File: config.mk
export PLATFORM = sky130hd
export DESIGN_NAME = ivp_controller
export DESIGN_NICKNAME = d
export VERILOG_FILES = /design/src/common/ivp_pkg.sv /design/src/ivp_arbiter.sv /design/src/ivp_controller.sv
export SDC_FILE = /design/constraint.sdc
export NUM_CORES = 1
export LEC_CHECK = 0
export ABC_AREA = 1
export BUFFER_PORTS_ARGS = -buffer_cell sky130_fd_sc_hd__buf_2
export CAP_MARGIN = 20
export CORE_AREA = 10 10 212 214
export DETAILED_ROUTE_END_ITERATION = 8
export DIE_AREA = 0 0 222 224
export PLACE_DENSITY = 0.7
export SYNTH_ARGS = -nofsm -noshare
export SYNTH_HDL_FRONTEND = slang
export SYNTH_SLANG_ARGS = --single-unit
File: constraint.sdc
create_clock -name clock -period 102.1 [get_ports clock]
set_clock_uncertainty 0.05 [all_clocks]
set_input_delay 10.21 -clock clock [delete_from_list [all_inputs] [get_ports clock]]
set_output_delay 10.21 -clock clock [all_outputs]
set_load 0.01 [all_outputs]
File: src/common/ivp_pkg.sv
// Constants for the maskable interrupt vector and priority map.
// Assumes a single system clock; the arbiter shares only the source
// count and width values here with the controller.
package ivp_pkg;

  // Source count and programmable level width.
  localparam int IVP_NUM_SRC = 42;
  localparam int IVP_LVL_W = 3;
  localparam int IVP_IDX_W = 6;
  localparam int IVP_NUM_LVL = 8;

  // Status word bit positions.
  localparam int IVP_PSW_NP = 7;
  localparam int IVP_PSW_EP = 6;
  localparam int IVP_PSW_ID = 5;
  localparam logic [31:0] IVP_PSW_RESET = 32'h0000_0020;

  // Fixed exception codes of the non-maskable and illegal-opcode paths.
  localparam logic [15:0] IVP_NMI_CODE = 16'h0010;
  localparam logic [15:0] IVP_ILGOP_CODE = 16'h0060;

  // Offset between a faulting instruction and the value saved for it.
  localparam logic [31:0] IVP_ILGOP_OFFSET = 32'h0000_0004;

  // Group bases of the used vector slots, in default-priority order.
  localparam logic [15:0] IVP_BASE_PIN = 16'h0080;
  localparam logic [15:0] IVP_BASE_TMQ = 16'h0120;
  localparam logic [15:0] IVP_BASE_TMP = 16'h0240;
  localparam logic [15:0] IVP_BASE_SER = 16'h0340;
  localparam logic [15:0] IVP_CODE_CONV0 = 16'h0400;
  localparam logic [15:0] IVP_CODE_CONV1 = 16'h0410;
  localparam logic [15:0] IVP_CODE_CMP0 = 16'h0430;
  localparam logic [15:0] IVP_SLOT_STEP = 16'h0010;

  // First default priority of each group, plus the priority of clocked serial done.
  localparam int IVP_FIRST_TMQ = 8;
  localparam int IVP_FIRST_TMP = 18;
  localparam int IVP_FIRST_SER = 30;
  localparam int IVP_PRI_CONV0 = 39;
  localparam int IVP_PRI_CONV1 = 40;
  localparam int IVP_PRI_CMP0 = 41;
  localparam int IVP_PRI_CSER_DONE = 34;

  // Exception code of a source by default priority; unused slots between
  // groups are skipped, so no reserved slot can ever be produced.
  function automatic logic [15:0] ivp_code_of(input int unsigned idx);
    logic [15:0] off;
    off = 16'h0000;
    if (idx < IVP_FIRST_TMQ) begin
      off = 16'(idx);
      ivp_code_of = IVP_BASE_PIN + off * IVP_SLOT_STEP;
    end else if (idx < IVP_FIRST_TMP) begin
      off = 16'(idx - IVP_FIRST_TMQ);
      ivp_code_of = IVP_BASE_TMQ + off * IVP_SLOT_STEP;
    end else if (idx < IVP_FIRST_SER) begin
      off = 16'(idx - IVP_FIRST_TMP);
      ivp_code_of = IVP_BASE_TMP + off * IVP_SLOT_STEP;
    end else if (idx < IVP_PRI_CONV0) begin
      off = 16'(idx - IVP_FIRST_SER);
      ivp_code_of = IVP_BASE_SER + off * IVP_SLOT_STEP;
    end else if (idx == IVP_PRI_CONV0) begin
      ivp_code_of = IVP_CODE_CONV0;
    end else if (idx == IVP_PRI_CONV1) begin
      ivp_code_of = IVP_CODE_CONV1;
    end else begin
      ivp_code_of = IVP_CODE_CMP0;
    end
  endfunction : ivp_code_of

endpackage : ivp_pkg

File: src/ivp_arbiter.sv
// Picks the winning pending request: lowest programmed level first,
// lowest default priority number among equal levels.
// Assumes request and level inputs are on the caller's clock.
`timescale 1ns/1ps
module ivp_arbiter
  import ivp_pkg::*;
#(
  parameter int N = IVP_NUM_SRC,
  parameter int LW = IVP_LVL_W,
  parameter int IW = IVP_IDX_W
) (
  input wire logic [N-1:0] request,
  input wire logic [N*LW-1:0] level,
  output logic found,
  output logic [IW-1:0] index,
  output logic [LW-1:0] win_level
);

  // Walk from the highest number down; a later hit at an equal or lower
  // level overwrites, so ties resolve toward number 0.
  always_comb begin
    found = 1'b0;
    index = '0;
    win_level = '0;
    for (int i = N - 1; i >= 0; i--) begin
      if (request[i] && (!found || level[i*LW +: LW] <= win_level)) begin
        found = 1'b1;
        index = IW'(i);
        win_level = level[i*LW +: LW];
      end
    end
  end

endmodule : ivp_arbiter

File: src/ivp_controller.sv
// Maskable interrupt vectoring and return-state saving for the core.
// Assumes every request input is a one-cycle pulse from logic on clock,
// and that the core reports its current and following addresses.
//
// Functional notes
// - First converter done gets priority 39, code 0400h, handler 400h.
// - Second converter done gets priority 40, code 0410h, handler 410h.
// - Compare timer match gets lowest priority 41, code 0430h.
// - Clocked serial done gets priority 34, code 0380h, handler 380h.
// - Simultaneous requests at equal levels are granted in default order, 0 first.
// - Servicing saves the return address, normally the next one.
// - An abortable instruction in flight saves its own address.
// - Illegal opcode saves a value four above the faulting address.
// - Maskable acceptance saves pc and status, writes cause, sets ID, clears EP.
// - Masked or blocked requests stay pending until they can be served.
// - Eight programmable levels rank first; default order breaks ties.
`timescale 1ns/1ps
module ivp_controller
  import ivp_pkg::*;
#(
  parameter int N = IVP_NUM_SRC,
  parameter int LW = IVP_LVL_W,
  parameter int IW = IVP_IDX_W
) (
  input wire logic clock,
  input wire logic rst_n,
  input wire logic [N-1:0] source_request,
  input wire logic [N-1:0] source_mask,
  input wire logic [N*LW-1:0] source_level,
  input wire logic nmi_request,
  input wire logic illegal_opcode,
  input wire logic [31:0] core_pc,
  input wire logic [31:0] following_instruction_address,
  input wire logic abortable_in_progress,
  input wire logic status_load,
  input wire logic [31:0] status_wdata,
  input wire logic return_done,
  output logic vector_valid,
  output logic [31:0] handler_address,
  output logic [IW-1:0] granted_index,
  output logic [31:0] maskable_return_pc,
  output logic [31:0] maskable_saved_status,
  output logic [15:0] maskable_cause_halfword,
  output logic [31:0] nonmaskable_return_pc,
  output logic [31:0] debug_return_pc,
  output logic [31:0] status_word,
  output logic [N-1:0] pending_flags
);

  // The code table and index width are fixed to the documented map.
  if (N != IVP_NUM_SRC || LW != IVP_LVL_W || IW != IVP_IDX_W) begin : g_chk
    $error("ivp_controller: parameters do not match the vector map");
  end

  typedef enum logic [1:0] {
    IVP_TAKE_NONE = 2'b00,
    IVP_TAKE_NMI = 2'b01,
    IVP_TAKE_ILG = 2'b10,
    IVP_TAKE_MSK = 2'b11
  } ivp_take_t;

  logic [N-1:0] pend_q;
  logic nmi_pend_q;
  logic ilg_pend_q;
  logic [31:0] ilg_pc_q;
  logic [31:0] status_q;
  logic svc_active_q;
  logic [LW-1:0] svc_level_q;
  logic valid_q;
  logic [31:0] handler_q;
  logic [IW-1:0] grant_q;
  logic [31:0] mret_q;
  logic [31:0] mstat_q;
  logic [15:0] mcause_q;
  logic [31:0] nret_q;
  logic [31:0] dret_q;
  logic arb_found;
  logic [IW-1:0] arb_index;
  logic [LW-1:0] arb_level;
  logic level_ok;
  logic [N-1:0] clr_mask;
  logic [31:0] ret_pc;
  logic [15:0] win_code;
  ivp_take_t take;

  ivp_arbiter #(
    .N(N),
    .LW(LW),
    .IW(IW)
  ) u_arb (
    .request(pend_q & ~source_mask),
    .level(source_level),
    .found(arb_found),
    .index(arb_index),
    .win_level(arb_level)
  );

  always_comb begin
    win_code = ivp_code_of(int'(arb_index));
  end

  // level nesting
  // Only one in-service level is tracked: after a nested return the outer
  // level is forgotten, so software must restore ID before re-enabling.
  assign level_ok = !svc_active_q || (arb_level < svc_level_q);

  // acceptance order
  // A status load from the core in the same cycle defers acceptance, so
  // the core's write is never overwritten by a stale status.
  always_comb begin
    take = IVP_TAKE_NONE;
    if (!status_load && !status_q[IVP_PSW_NP]) begin
      if (nmi_pend_q) begin
        take = IVP_TAKE_NMI;
      end else if (ilg_pend_q) begin
        take = IVP_TAKE_ILG;
      end else if (arb_found && !status_q[IVP_PSW_ID] && level_ok) begin
        take = IVP_TAKE_MSK;
      end
    end
  end

  assign ret_pc = abortable_in_progress ? core_pc
                                        : following_instruction_address;

  always_comb begin
    clr_mask = '0;
    if (take == IVP_TAKE_MSK) begin
      clr_mask[arb_index] = 1'b1;
    end
  end

  // pending flags
  // A new request in the grant cycle sets the flag again: set wins.
  always_ff @(posedge clock or negedge rst_n) begin
    if (!rst_n) begin
      pend_q <= '0;
    end else begin
      pend_q <= (pend_q & ~clr_mask) | source_request;
    end
  end

  // Non-maskable and illegal-opcode events are held until served.
  always_ff @(posedge clock or negedge rst_n) begin
    if (!rst_n) begin
      nmi_pend_q <= 1'b0;
      ilg_pend_q <= 1'b0;
    end else begin
      nmi_pend_q <= (nmi_pend_q && take != IVP_TAKE_NMI) || nmi_request;
      ilg_pend_q <= (ilg_pend_q && take != IVP_TAKE_ILG) || illegal_opcode;
    end
  end

  // faulting address capture
  // The core may move on before the exception is taken, so the address
  // is kept from the cycle of the pulse itself.
  always_ff @(posedge clock or negedge rst_n) begin
    if (!rst_n) begin
      ilg_pc_q <= 32'h0000_0000;
    end else if (illegal_opcode) begin
      ilg_pc_q <= core_pc;
    end
  end

  always_ff @(posedge clock or negedge rst_n) begin
    if (!rst_n) begin
      status_q <= IVP_PSW_RESET;
    end else if (status_load) begin
      status_q <= status_wdata;
    end else if (take == IVP_TAKE_NMI) begin
      status_q[IVP_PSW_NP] <= 1'b1;
      status_q[IVP_PSW_ID] <= 1'b1;
      status_q[IVP_PSW_EP] <= 1'b0;
    end else if (take == IVP_TAKE_ILG) begin
      status_q[IVP_PSW_ID] <= 1'b1;
      status_q[IVP_PSW_EP] <= 1'b1;
    end else if (take == IVP_TAKE_MSK) begin
      status_q[IVP_PSW_ID] <= 1'b1;
      status_q[IVP_PSW_EP] <= 1'b0;
    end
  end

  always_ff @(posedge clock or negedge rst_n) begin
    if (!rst_n) begin
      svc_active_q <= 1'b0;
      svc_level_q <= '0;
    end else if (take == IVP_TAKE_MSK) begin
      svc_active_q <= 1'b1;
      svc_level_q <= arb_level;
    end else if (return_done) begin
      svc_active_q <= 1'b0;
    end
  end

  always_ff @(posedge clock or negedge rst_n) begin
    if (!rst_n) begin
      mret_q <= 32'h0000_0000;
      mstat_q <= 32'h0000_0000;
      mcause_q <= 16'h0000;
    end else if (take == IVP_TAKE_MSK) begin
      mret_q <= ret_pc;
      mstat_q <= status_q;
      mcause_q <= win_code;
    end
  end

  always_ff @(posedge clock or negedge rst_n) begin
    if (!rst_n) begin
      nret_q <= 32'h0000_0000;
    end else if (take == IVP_TAKE_NMI) begin
      nret_q <= ret_pc;
    end
  end

  // illegal opcode save
  // The faulting address is the saved value minus four.
  always_ff @(posedge clock or negedge rst_n) begin
    if (!rst_n) begin
      dret_q <= 32'h0000_0000;
    end else if (take == IVP_TAKE_ILG) begin
      dret_q <= ilg_pc_q + IVP_ILGOP_OFFSET;
    end
  end

  always_ff @(posedge clock or negedge rst_n) begin
    if (!rst_n) begin
      valid_q <= 1'b0;
      handler_q <= 32'h0000_0000;
      grant_q <= '0;
    end else begin
      valid_q <= (take != IVP_TAKE_NONE);
      unique case (take)
        IVP_TAKE_NONE: begin
          handler_q <= handler_q;
        end
        IVP_TAKE_NMI: begin
          handler_q <= {16'h0000, IVP_NMI_CODE};
        end
        IVP_TAKE_ILG: begin
          handler_q <= {16'h0000, IVP_ILGOP_CODE};
        end
        IVP_TAKE_MSK: begin
          handler_q <= {16'h0000, win_code};
          grant_q <= arb_index;
        end
      endcase
    end
  end

  // Every output is a flip-flop.
  assign vector_valid = valid_q;
  assign handler_address = handler_q;
  assign granted_index = grant_q;
  assign maskable_return_pc = mret_q;
  assign maskable_saved_status = mstat_q;
  assign maskable_cause_halfword = mcause_q;
  assign nonmaskable_return_pc = nret_q;
  assign debug_return_pc = dret_q;
  assign status_word = status_q;
  assign pending_flags = pend_q;

endmodule : ivp_controller
## Word level (Yosys, flattened, before mapping)

Cells that the tools add are included.

- Register bits after elaboration: 295
- Latch bits: 0
- Memory bits (writable): 0
- Memory bits (read-only): 0
- Bits of input ports: 313
- Output and inout port bits: 257
- Logic and storage cells: 374
- Memories: 0

- Add/sub/neg operators: 8
- $mul: 0
- Divide/modulo/power cells: 0
- Order comparisons: 48
- Equal/unequal tests: 7
- Shifts and indexed selects: 0
- Mux-type cells: 148
- Bitwise operators: 5
- Reduce and logical (&&, ||, !) cells: 141

Operators by type and width:

| operator | count |
|---|---|
| $mux 6 | 44 |
| $mux 3 | 43 |
| $le 3x3->1 | 41 |
| $pmux 32 s3 | 1 |
| $and 42x42->42 | 2 |
| $not 42->42 | 2 |
| $mux 16 | 4 |
| $logic_and 1x1->1 | 47 |
| $mux 1 | 46 |
| $logic_not 1->1 | 45 |
| $logic_or 1x1->1 | 44 |
| $mux 42 | 1 |
| $or 42x42->42 | 1 |
| $add 32x3->32 const B | 1 |
| $mux 32 | 1 |
| $add 11x11->12 const A | 2 |
| $mux 2 | 7 |
| $sub 6x5->7 const B | 2 |
| $add 10x11->12 const A | 1 |
| $eq 6x6->1 const B | 2 |
| $lt 6x5->1 const B | 2 |
| $add 8x10->11 const A | 1 |
| $lt 6x7->1 const B | 1 |
| $sub 6x4->7 const B | 1 |
| 12 further kinds | 15 |

## Longest topological paths before layout

Gate-level depths: netlist (run 1).

- Depth after elaboration: 179
- Gate-level depth with buffers: 367
- Depth with buffers taken out: 367

## Cells and area by module

From an unflattened synthesis (run 1), not the netlist that was laid out.

- Cells, all modules: 2,395
- Area, all modules: 17,838.4 sq um

By module, submodules not included:

| module | instances | cells each | area an instance (sq um) | sequential area each (sq um) |
|---|---|---|---|---|
| ivp_controller | 1 | 1,380 | 12,137.9 | 6,582.6 |
| ivp_arbiter | 1 | 1,015 | 5,700.5 | 0.0 |

## Worst setup path after synthesis (run 1)

Ideal clock, no wire load.

- Path kind: input -> register
- Start point: input source_mask[41]
- End point: register svc_active_q
- Library setup time: 0.142 ns
- Arrival time: 54.223 ns
- Required time: 101.908 ns
- Slack: 47.685 ns
- Stages: 346
- Path buffers: 3
- Cell sequence: nor2_2 > nand2_1 > ha_1 > a21oi_1 > nand2_1 > nand2_1 > nand2_2 > nand2_1 > o21ai_2 > ha_1 > a21oi_1 > o21ai_0 > nand2_1 > nand2_1 > nand2_1 > o21ai_1 > ha_1 > a21oi_1 > (+310 left out) > or2_2 > and2_1 > ha_1 > nand2_1 > inv_1 > nand2_1 > nand2_1 > nand2_1 > nand2_1 > nand2_1 > nand2_1 > inv_1 > ha_1 > inv_1 > clkbuf_1 > clkbuf_1 > clkbuf_1 > o21ai_0

- Longest elaborated chain between the ends: 176
- Elaborated cells between the ends (all ways): 261
- Classes of those cells: 42 x order compare; 1 x eq/ne; 89 x mux; 2 x bitwise; 127 x reduce/logical

RTL lines:

| item | line | RTL |
|---|---|---|
| start, declared | ivp_controller.sv:28 | `input wire logic [N-1:0] source_mask,` |
| $not 42->42 (*) | ivp_controller.sv:91 | `.request(pend_q & ~source_mask),` |
| $and 42x42->42 (*) | ivp_controller.sv:91 |  |
| $mux 3 / $mux 1 (equally long branches) | ivp_arbiter.sv:26 | `if (request[i] && (!found \|\| level[i*LW +: LW] <= win_level)) begin` |
| $le 3x3->1 / $logic_not 1->1 (equally long branches) | ivp_arbiter.sv:26 |  |
| $logic_or 1x1->1 | ivp_arbiter.sv:26 |  |
| $logic_and 1x1->1 | ivp_arbiter.sv:26 |  |
| $mux 3 / $mux 1 (equally long branches) | ivp_arbiter.sv:26 |  |
| $le 3x3->1 / $logic_not 1->1 (equally long branches) | ivp_arbiter.sv:26 |  |
| (+159 left out) | n/a |  |
| via arb_level[2] | ivp_controller.sv:79 | `logic [LW-1:0] arb_level;` |
| (+1 left out) | n/a |  |
| $logic_or 1x1->1 (*) | ivp_controller.sv:105 | `assign level_ok = !svc_active_q \|\| (arb_level < svc_level_q);` |
| $logic_and 1x1->1 (*) | ivp_controller.sv:117 | `end else if (arb_found && !status_q[IVP_PSW_ID] && level_ok) begin` |
| $mux 2 (*) | ivp_controller.sv:117 |  |
| $mux 2 (*) | ivp_controller.sv:115 | `end else if (ilg_pend_q) begin` |
| $mux 2 (*) | ivp_controller.sv:113 | `if (nmi_pend_q) begin` |
| $mux 2 (*) | ivp_controller.sv:112 | `if (!status_load && !status_q[IVP_PSW_NP]) begin` |
| $eq 2x2->1 (*) | ivp_controller.sv:187 | `end else if (take == IVP_TAKE_MSK) begin` |
| $mux 1 / $reduce_bool 2->1 (equally long branches) | n/a |  |
| end signal, assigned | ivp_controller.sv:185 | `svc_active_q <= 1'b0;` |
| end signal, assigned | ivp_controller.sv:188 | `svc_active_q <= 1'b1;` |
| end signal, assigned | ivp_controller.sv:191 | `svc_active_q <= 1'b0;` |
| end, declared | ivp_controller.sv:67 | `logic svc_active_q;` |

Mark *: on every way through the listed nets, which the timed path passes. The rest lies on a longest branch.
A chain may end at the register's enable or synchronous reset.

## Final worst setup path (run 1)

- Start point: input source_mask[41]
- End point: register mret_q[6], in the netlist maskable_return_pc[6]

- Longest elaborated chain between the ends: 175
- Elaborated cells between the ends (all ways): 259
- Classes of those cells: 42 x order compare; 1 x eq/ne; 88 x mux; 2 x bitwise; 126 x reduce/logical

RTL lines:

| item | line | RTL |
|---|---|---|
| $not 42->42 (*) | ivp_controller.sv:91 |  |
| $and 42x42->42 (*) | ivp_controller.sv:91 |  |
| $mux 3 / $mux 1 (equally long branches) | ivp_arbiter.sv:26 |  |
| $le 3x3->1 / $logic_not 1->1 (equally long branches) | ivp_arbiter.sv:26 |  |
| $logic_or 1x1->1 | ivp_arbiter.sv:26 |  |
| $logic_and 1x1->1 | ivp_arbiter.sv:26 |  |
| $mux 3 / $mux 1 (equally long branches) | ivp_arbiter.sv:26 |  |
| $le 3x3->1 / $logic_not 1->1 (equally long branches) | ivp_arbiter.sv:26 |  |
| (+159 left out) | n/a |  |
| via arb_level[2] | ivp_controller.sv:79 |  |
| $lt 3x3->1 (*) | ivp_controller.sv:105 |  |
| $logic_or 1x1->1 (*) | ivp_controller.sv:105 |  |
| $logic_and 1x1->1 (*) | ivp_controller.sv:117 |  |
| $mux 2 (*) | ivp_controller.sv:117 |  |
| $mux 2 (*) | ivp_controller.sv:115 |  |
| $mux 2 (*) | ivp_controller.sv:113 |  |
| $mux 2 (*) | ivp_controller.sv:112 |  |
| $eq 2x2->1 (*) | ivp_controller.sv:200 | `end else if (take == IVP_TAKE_MSK) begin` |
| end signal, assigned | ivp_controller.sv:201 | `mret_q <= ret_pc;` |
| end, declared | ivp_controller.sv:72 | `logic [31:0] mret_q;` |

Marks and branches as above.

==> results of run 1 <==
[synth_stat cells, drive strengths merged (3+ instances only)]
master,instances
nand2,607
a21oi,50
clkinv,4
a21o,5
ha,145
buf,38
nor4,7
nand3,191
o211ai,17
o21bai,42
mux2,3
xor2,16
a31oi,7
o221ai,7
nor2,154
or2,37
nand4,11
a32oi,10
o21a,14
inv,283
mux2i,32
clkbuf,46
nand3b,12
o21ai,253
nor3,20
dfrtp,262
a211oi,3
and2,40
o31ai,4
[layer usage]
metal  GRT usage, %  share of wire, %  vias up
li1               -                 -     8652
met1           29.4                39     8460
met2           44.7                49      714
met3           7.27               8.7      120
met4           7.53               2.9        4
met5              0             0.051        -
[worst paths after layout]
kind,start,end,slack (ns)
hold reg to reg,handler_address[9],handler_address[9],0.42
max in group asynchronous,rst_n,ilg_pc_q[28],90.07
setup reg to reg,pending_flags[41],maskable_return_pc[6],50.75
min in group asynchronous,rst_n,status_word[14],9.63
hold / removal,handler_address[9],handler_address[9],0.42
setup / recovery,source_mask[41],maskable_return_pc[6],41.44
[sequential cells by signal, summed over array words and instances, names as in the netlist]
name and cells:
maskable_cause_halfword 8, granted_index 6, maskable_saved_status 32, nonmaskable_return_pc 32, status_word 32, svc_level_q 3, maskable_return_pc 32, pending_flags 42
nmi_pend_q 1, debug_return_pc 32, handler_address 8, vector_valid 1, ilg_pc_q 32, ilg_pend_q 1, svc_active_q 1
[area by class of cell]
type                            instances  area, um^2
Sequential cell                       263        6580
Antenna cell                            6        15.0
Clock buffer                           44         875
Clock inverter                         13         156
Fill cell                            3912       18700
Multi-Input combinational cell       1715        9680
Timing Repair Buffer                  552        2800
Inverter                              287        1080
Tap cell                              532         666
[metrics by stage]
step	instances	hold slack [ns]	util, %	instance area, um^2
after CTS	3405	0.427	53.8	21800
after detailed placement	3348	0.410	51.3	20800
final	3412	0.423	53.9	21900
after floorplan	2349	0.399	-	17800
after global placement	3348	0.404	51.3	20800
after global routing	3406	0.445	53.9	21800
[cells by family after synthesis]
group	after synthesis	share of synthesized area [%]
buffers and inverters	371	8.60
multiplexers	35	2.00
AND/OR/NAND/NOR	1079	27.1
flip-flops	263	37.2
AO/OA/AOI/OAI	416	14.0
adder cells (fa/ha/maj)	145	10.3
XOR/XNOR	16	0.835
other	1	0.0212
[worst max-delay path: cells and delay by family]
kind,cells,cell delay (ns)
simple gates,159,20.81
fa+ha+maj,43,11.87
compound gates,100,12.76
buf+inv,42,5.22
==> impl_metrics.csv, run 1 <==
group,metric,value,unit
status,status,"finished, final reports clean",
detailed_routing,drcViolationCount,0,
worst_setup_path,cp_max_fo,82,
yosys,synthCells,2326,
worst_setup_path,crit_arrival,61.02,ns
job,maxCapViolCount,0,
yosys,synth-seq-cells,263,
detailed_routing,wl_per_cell,19.4,um
min_path,whs_path_depth,2,
floorplanning,core,40600,um^2
floorplanning,die_h,224,um
cts,cts_setup_buffers,0,
yosys,syn_avg_cell_area,7.61,um^2
cts,cts_buffers,31,
sta,slew_headroom,31.3,%
cts,root_buffer,"clkbuf_16",
detailed_routing,drt_pass1_iterations,6,
detailed_routing,vias,18000,
worst_setup_path,path_class,"in2reg",
place,portBuffers,545,
floorplanning,die_width,222,um
sta,fmax,16.5,MHz
worst_setup_path,cp_common_cell,"nand2_1",
cts,clock_path_buffers,3,
finish,syn_to_final_growth,23.5,%
global_route,gr-usage-all-layers,25.4,%
global_route,grt_pass1_vias,18100,
yosys,post_synth_num_cell_types,55,
detailed_routing,ant_nets,0,
sta,slew_viol_final,0,
worst_setup_path,end_kind,"flop",
sta,setup_viol,0,
yosys,synth_area_leader_cell,"dfrtp_1",
worst_setup_path,reg2regPathDepth,344,
cts,htree_levels,1,
finish,mostFrequentLayoutCells,"592 x nand2_1, 544 x buf_2, 269 x inv_1",
yosys,synth_top_area_share,37.1,%
worst_setup_path,start_kind,"primary input",
global_route,grt_max_degree,110,
global_route,grt.overflow.total,0,
cts,clock-sinks,263,
yosys,synth-seq-area-share,37.2,%
cts,clk_latency,0.57,ns
yosys,netlist_top_cells_area,"dfrtp_1 37%, nand2_1 13%, ha_1 10%",
finish,nets,3308,
sta,min_period,60.66,ns
yosys,synth_flop_cell,"dfrtp_1",
global_route,antenna_found_initial,10,
floorplanning,fp.dieArea,49700,um^2
sta,rsz0062_at_grt,"false",
cts,hold_buffers,0,
worst_setup_path,cp.required,102.46,ns
place,gp_congestion,0.957,
yosys,syn_area,17700,um^2
floorplanning,pin_count,570,
min_path,hold_path.class,"reg2reg",
yosys,yosysWarningCount,0,
sta,setup_tns,0,ns
sta,worstMarginPinSlew,1.03,ns
cts,cts_tree,"built",
finish,final_common_cell,"nand2_1",
yosys,synth-edff-count,0,
worst_setup_path,crit_path_max_incr_delay,0.70,ns
sta,finalHoldViolations,0,
detailed_routing,drtIter0Drc,1327,
place,dpl.hpwl,54400,um
worst_setup_path,cp_slowest_cell,"buf_4",
sta,setup_ws,41.44,ns
sta,fin_crit_sh,59.4,%
cts,cts_resized,0,
cts,path_clk_slew,0.06,ns
place,place_ws,41.74,ns
floorplanning,placementRows,74,
detailed_routing,wl,66200,um
yosys,async_flop_share,100,%
global_route,grt_pass1_wl,102000,um
finish,final_layout_size_suffix_gt1_share,25.3,%
floorplanning,start_util,43.6,%
detailed_routing,avgViaCountPerCell,5.26,
Power of run 1 is not shown: default switching activity piles up to over one toggle a cycle in this logic, so the estimate is an artifact.
==> inputs of run 2 (changes only) <==
--- a/config.mk
+++ b/config.mk
@@ -8,9 +8,9 @@
 export ABC_AREA = 1
 export BUFFER_PORTS_ARGS = -buffer_cell sky130_fd_sc_hd__buf_2
 export CAP_MARGIN = 20
-export CORE_AREA = 10 10 212 214
+export CORE_AREA = 10 10 213 215
 export DETAILED_ROUTE_END_ITERATION = 8
-export DIE_AREA = 0 0 222 224
+export DIE_AREA = 0 0 223 225
 export PLACE_DENSITY = 0.7
 export SYNTH_ARGS = -nofsm -noshare
 export SYNTH_HDL_FRONTEND = slang
==> constraint.sdc (replaced) <==
create_clock -name clock -period 63.3 [get_ports clock]
set_clock_uncertainty 0.05 [all_clocks]
set_input_delay 6.33 -clock clock [delete_from_list [all_inputs] [get_ports clock]]
set_output_delay 6.33 -clock clock [all_outputs]
set_load 0.01 [all_outputs]
==> run 2 against run 1 <==
Effect of this change:
- non-clock buffer count up 2
- critical endpoint is now status_word[5]
- count of clock-buffer cells in the layout down 2
- worst hold slack about the same
- register-to-register slack got worse by 39 ns
- utilization fell by 0.89 points
- first-iteration DRC count is 2.4% lower
- cell area increased by 0.35%
- largest cell class unchanged
==> impl_metrics.csv, run 2 (synthesis gave the netlist of run 1 again) <==
group,metric,value,unit
status,status,"finished, final reports clean",
worst_setup_path,cp_num_buf_inv,43,
cts,hold_buffers,0,
floorplanning,fp.dieArea,50200,um^2
detailed_routing,avgViaCountPerCell,5.22,
cts,cts_buffers,31,
detailed_routing,wl_per_cell,19.3,um
worst_setup_path,reg2regPathDepth,348,
finish,instances_no_fill,3421,
place,gp_congestion,0.926,
detailed_routing,ant_nets,0,
cts,path_clk_slew,0.06,ns
worst_setup_path,cp_common_cell,"nand2_1",
global_route,grt_pass1_wl,101000,um
finish,multiInputGateArea,9680,um^2
sta,worstMarginPinSlew,1.05,ns
sta,slew_viol_final,0,
detailed_routing,wl,66200,um
finish,final_layout_size_suffix_gt1_share,25.6,%
sta,fin_crit_sh,89.9,%
worst_setup_path,cpLargestDelayFamily,"simple AND/OR/NAND/NOR gates",
worst_setup_path,end_kind,"flop",
cts,clock-sinks,263,
worst_setup_path,cp_slowest_cell,"buf_4",
floorplanning,pin_count,570,
global_route,antenna_found_initial,9,
sta,setup_viol,0,
worst_setup_path,timing.rr.end,"status_word[5]",
floorplanning,placementRows,75,
finish,syn_to_final_growth,24.0,%
global_route,gr-usage-all-layers,25.1,%
sta,rsz0062_at_grt,"false",
place,dpl.hpwl,54600,um
cts,root_buffer,"clkbuf_16",
place,dp_cells,3357,
finish,final_common_cell,"nand2_1",
floorplanning,die_h,225,um
detailed_routing,vias,17800,
worst_setup_path,cp.required,63.75,ns
sta,finalHoldViolations,0,
sta,setup_tns,0,ns
worst_setup_path,crit_path_max_incr_delay,0.82,ns
worst_setup_path,crit_arrival,57.37,ns
worst_setup_path,start_kind,"primary input",
cts,clock_path_buffers,3,
global_route,grt_max_degree,115,
sta,slew_headroom,30.1,%
worst_setup_path,cp_max_fo,114,
detailed_routing,drcViolationCount,0,
place,dpl-instance-area,20800,um^2
detailed_routing,drt_pass1_iterations,5,
finish,n_fill_cell,3923,
worst_setup_path,worst-path-stages,348,
sta,min_period,56.92,ns
worst_setup_path,crit_end,"status_word[5]",
min_path,hold_path.class,"reg2reg",
cts,cts_tree,"built",
global_route,grt_pass1_vias,18000,
finish,largest_reg_flops,42,
finish,regArea,6580,um^2
floorplanning,start_util,42.8,%
floorplanning,die_width,223,um
worst_setup_path,path_class,"in2reg",
finish,nets,3310,
worst_setup_path,crit_path_start,"source_mask[41]",
cts,cts_resized,0,
worst_setup_path,reg2reg_from,"pending_flags[41]",
worst_setup_path,r2r_slack,11.79,ns
place,portBuffers,545,
cts,cts_setup_buffers,0,
cts,htree_levels,1,
global_route,grt.overflow.total,0,
floorplanning,core,41400,um^2
finish,stdcell_area,21900,um^2
job,maxCapViolCount,0,
detailed_routing,drtIter0Drc,1295,
finish,mostFrequentLayoutCells,"592 x nand2_1, 544 x buf_2, 269 x inv_1",
cts,clk_latency,0.58,ns
sta,fmax,17.6,MHz
[run 2: cell types whose count changed in the layout (fill, tap and decap cells not counted)]
cell | previous run | this run
clkbuf_1 | 8 | 3
clkinvlp_4 | 2 | 3
buf_12 | 1 | 0
inv_6 | 1 | 3
buf_16 | 0 | 1
clkinv_4 | 2 | 3
clkinv_2 | 6 | 4
buf_4 | 6 | 8
clkbuf_8 | 5 | 8
[run 2: layer usage]
layer	share of wire (%)	global-route usage [%]	vias to the layer above
li1	-	-	8641
met1	39	28.6	8405
met2	49	43.6	678
met3	9.0	7.67	111
met4	3.5	8.78	8
met5	0.076	0	-
[run 2: worst min path at each step]
stage,cells after the start,endpoint,start,slack (ns)
6_report,2,maskable_saved_status[6],maskable_saved_status[6],0.42
5_1_grt,2,debug_return_pc[13],debug_return_pc[13],0.44
4_1_cts,2,maskable_cause_halfword[5],maskable_cause_halfword[5],0.43
3_5_place_dp,2,debug_return_pc[13],debug_return_pc[13],0.41
3_3_place_gp,2,maskable_saved_status[7],maskable_saved_status[7],0.41
2_1_floorplan,2,svc_level_q[1],svc_level_q[1],0.40
[run 2: worst register-to-register path: cells and delay by family (launching register included)]
| family | cells | cell delay, ns |
|---|---|---|
| AND/OR/NAND/NOR | 161 | 21.29 |
| AO/OA/AOI/OAI | 101 | 12.55 |
| adder cells (fa/ha/maj) | 43 | 11.83 |
| buffers and inverters | 43 | 5.33 |
| flip-flops | 1 | 0.39 |
[run 2: stage by stage]
step,setup WS (ns),hold slack (ns),utilization [%]
finish,6.38,0.422,53.0
global route,1.43,0.439,53.0
CTS,6.98,0.429,52.9
detailed placement,6.50,0.409,50.3
global placement,8.97,0.408,50.3
floorplan,12.76,0.399,-
[run 2: layout make-up]
| cell class | count | share of cell area, % |
|---|---|---|
| Antenna cell | 6 | 0.0685 |
| Tap cell | 539 | 3.07 |
| Sequential cell | 263 | 30.0 |
| Timing Repair Buffer | 554 | 12.9 |
| Clock inverter | 15 | 0.821 |
| Inverter | 287 | 4.94 |
| Multi-Input combinational cell | 1715 | 44.1 |
| Clock buffer | 42 | 4.09 |
Power of run 2 is left out for the same reason.
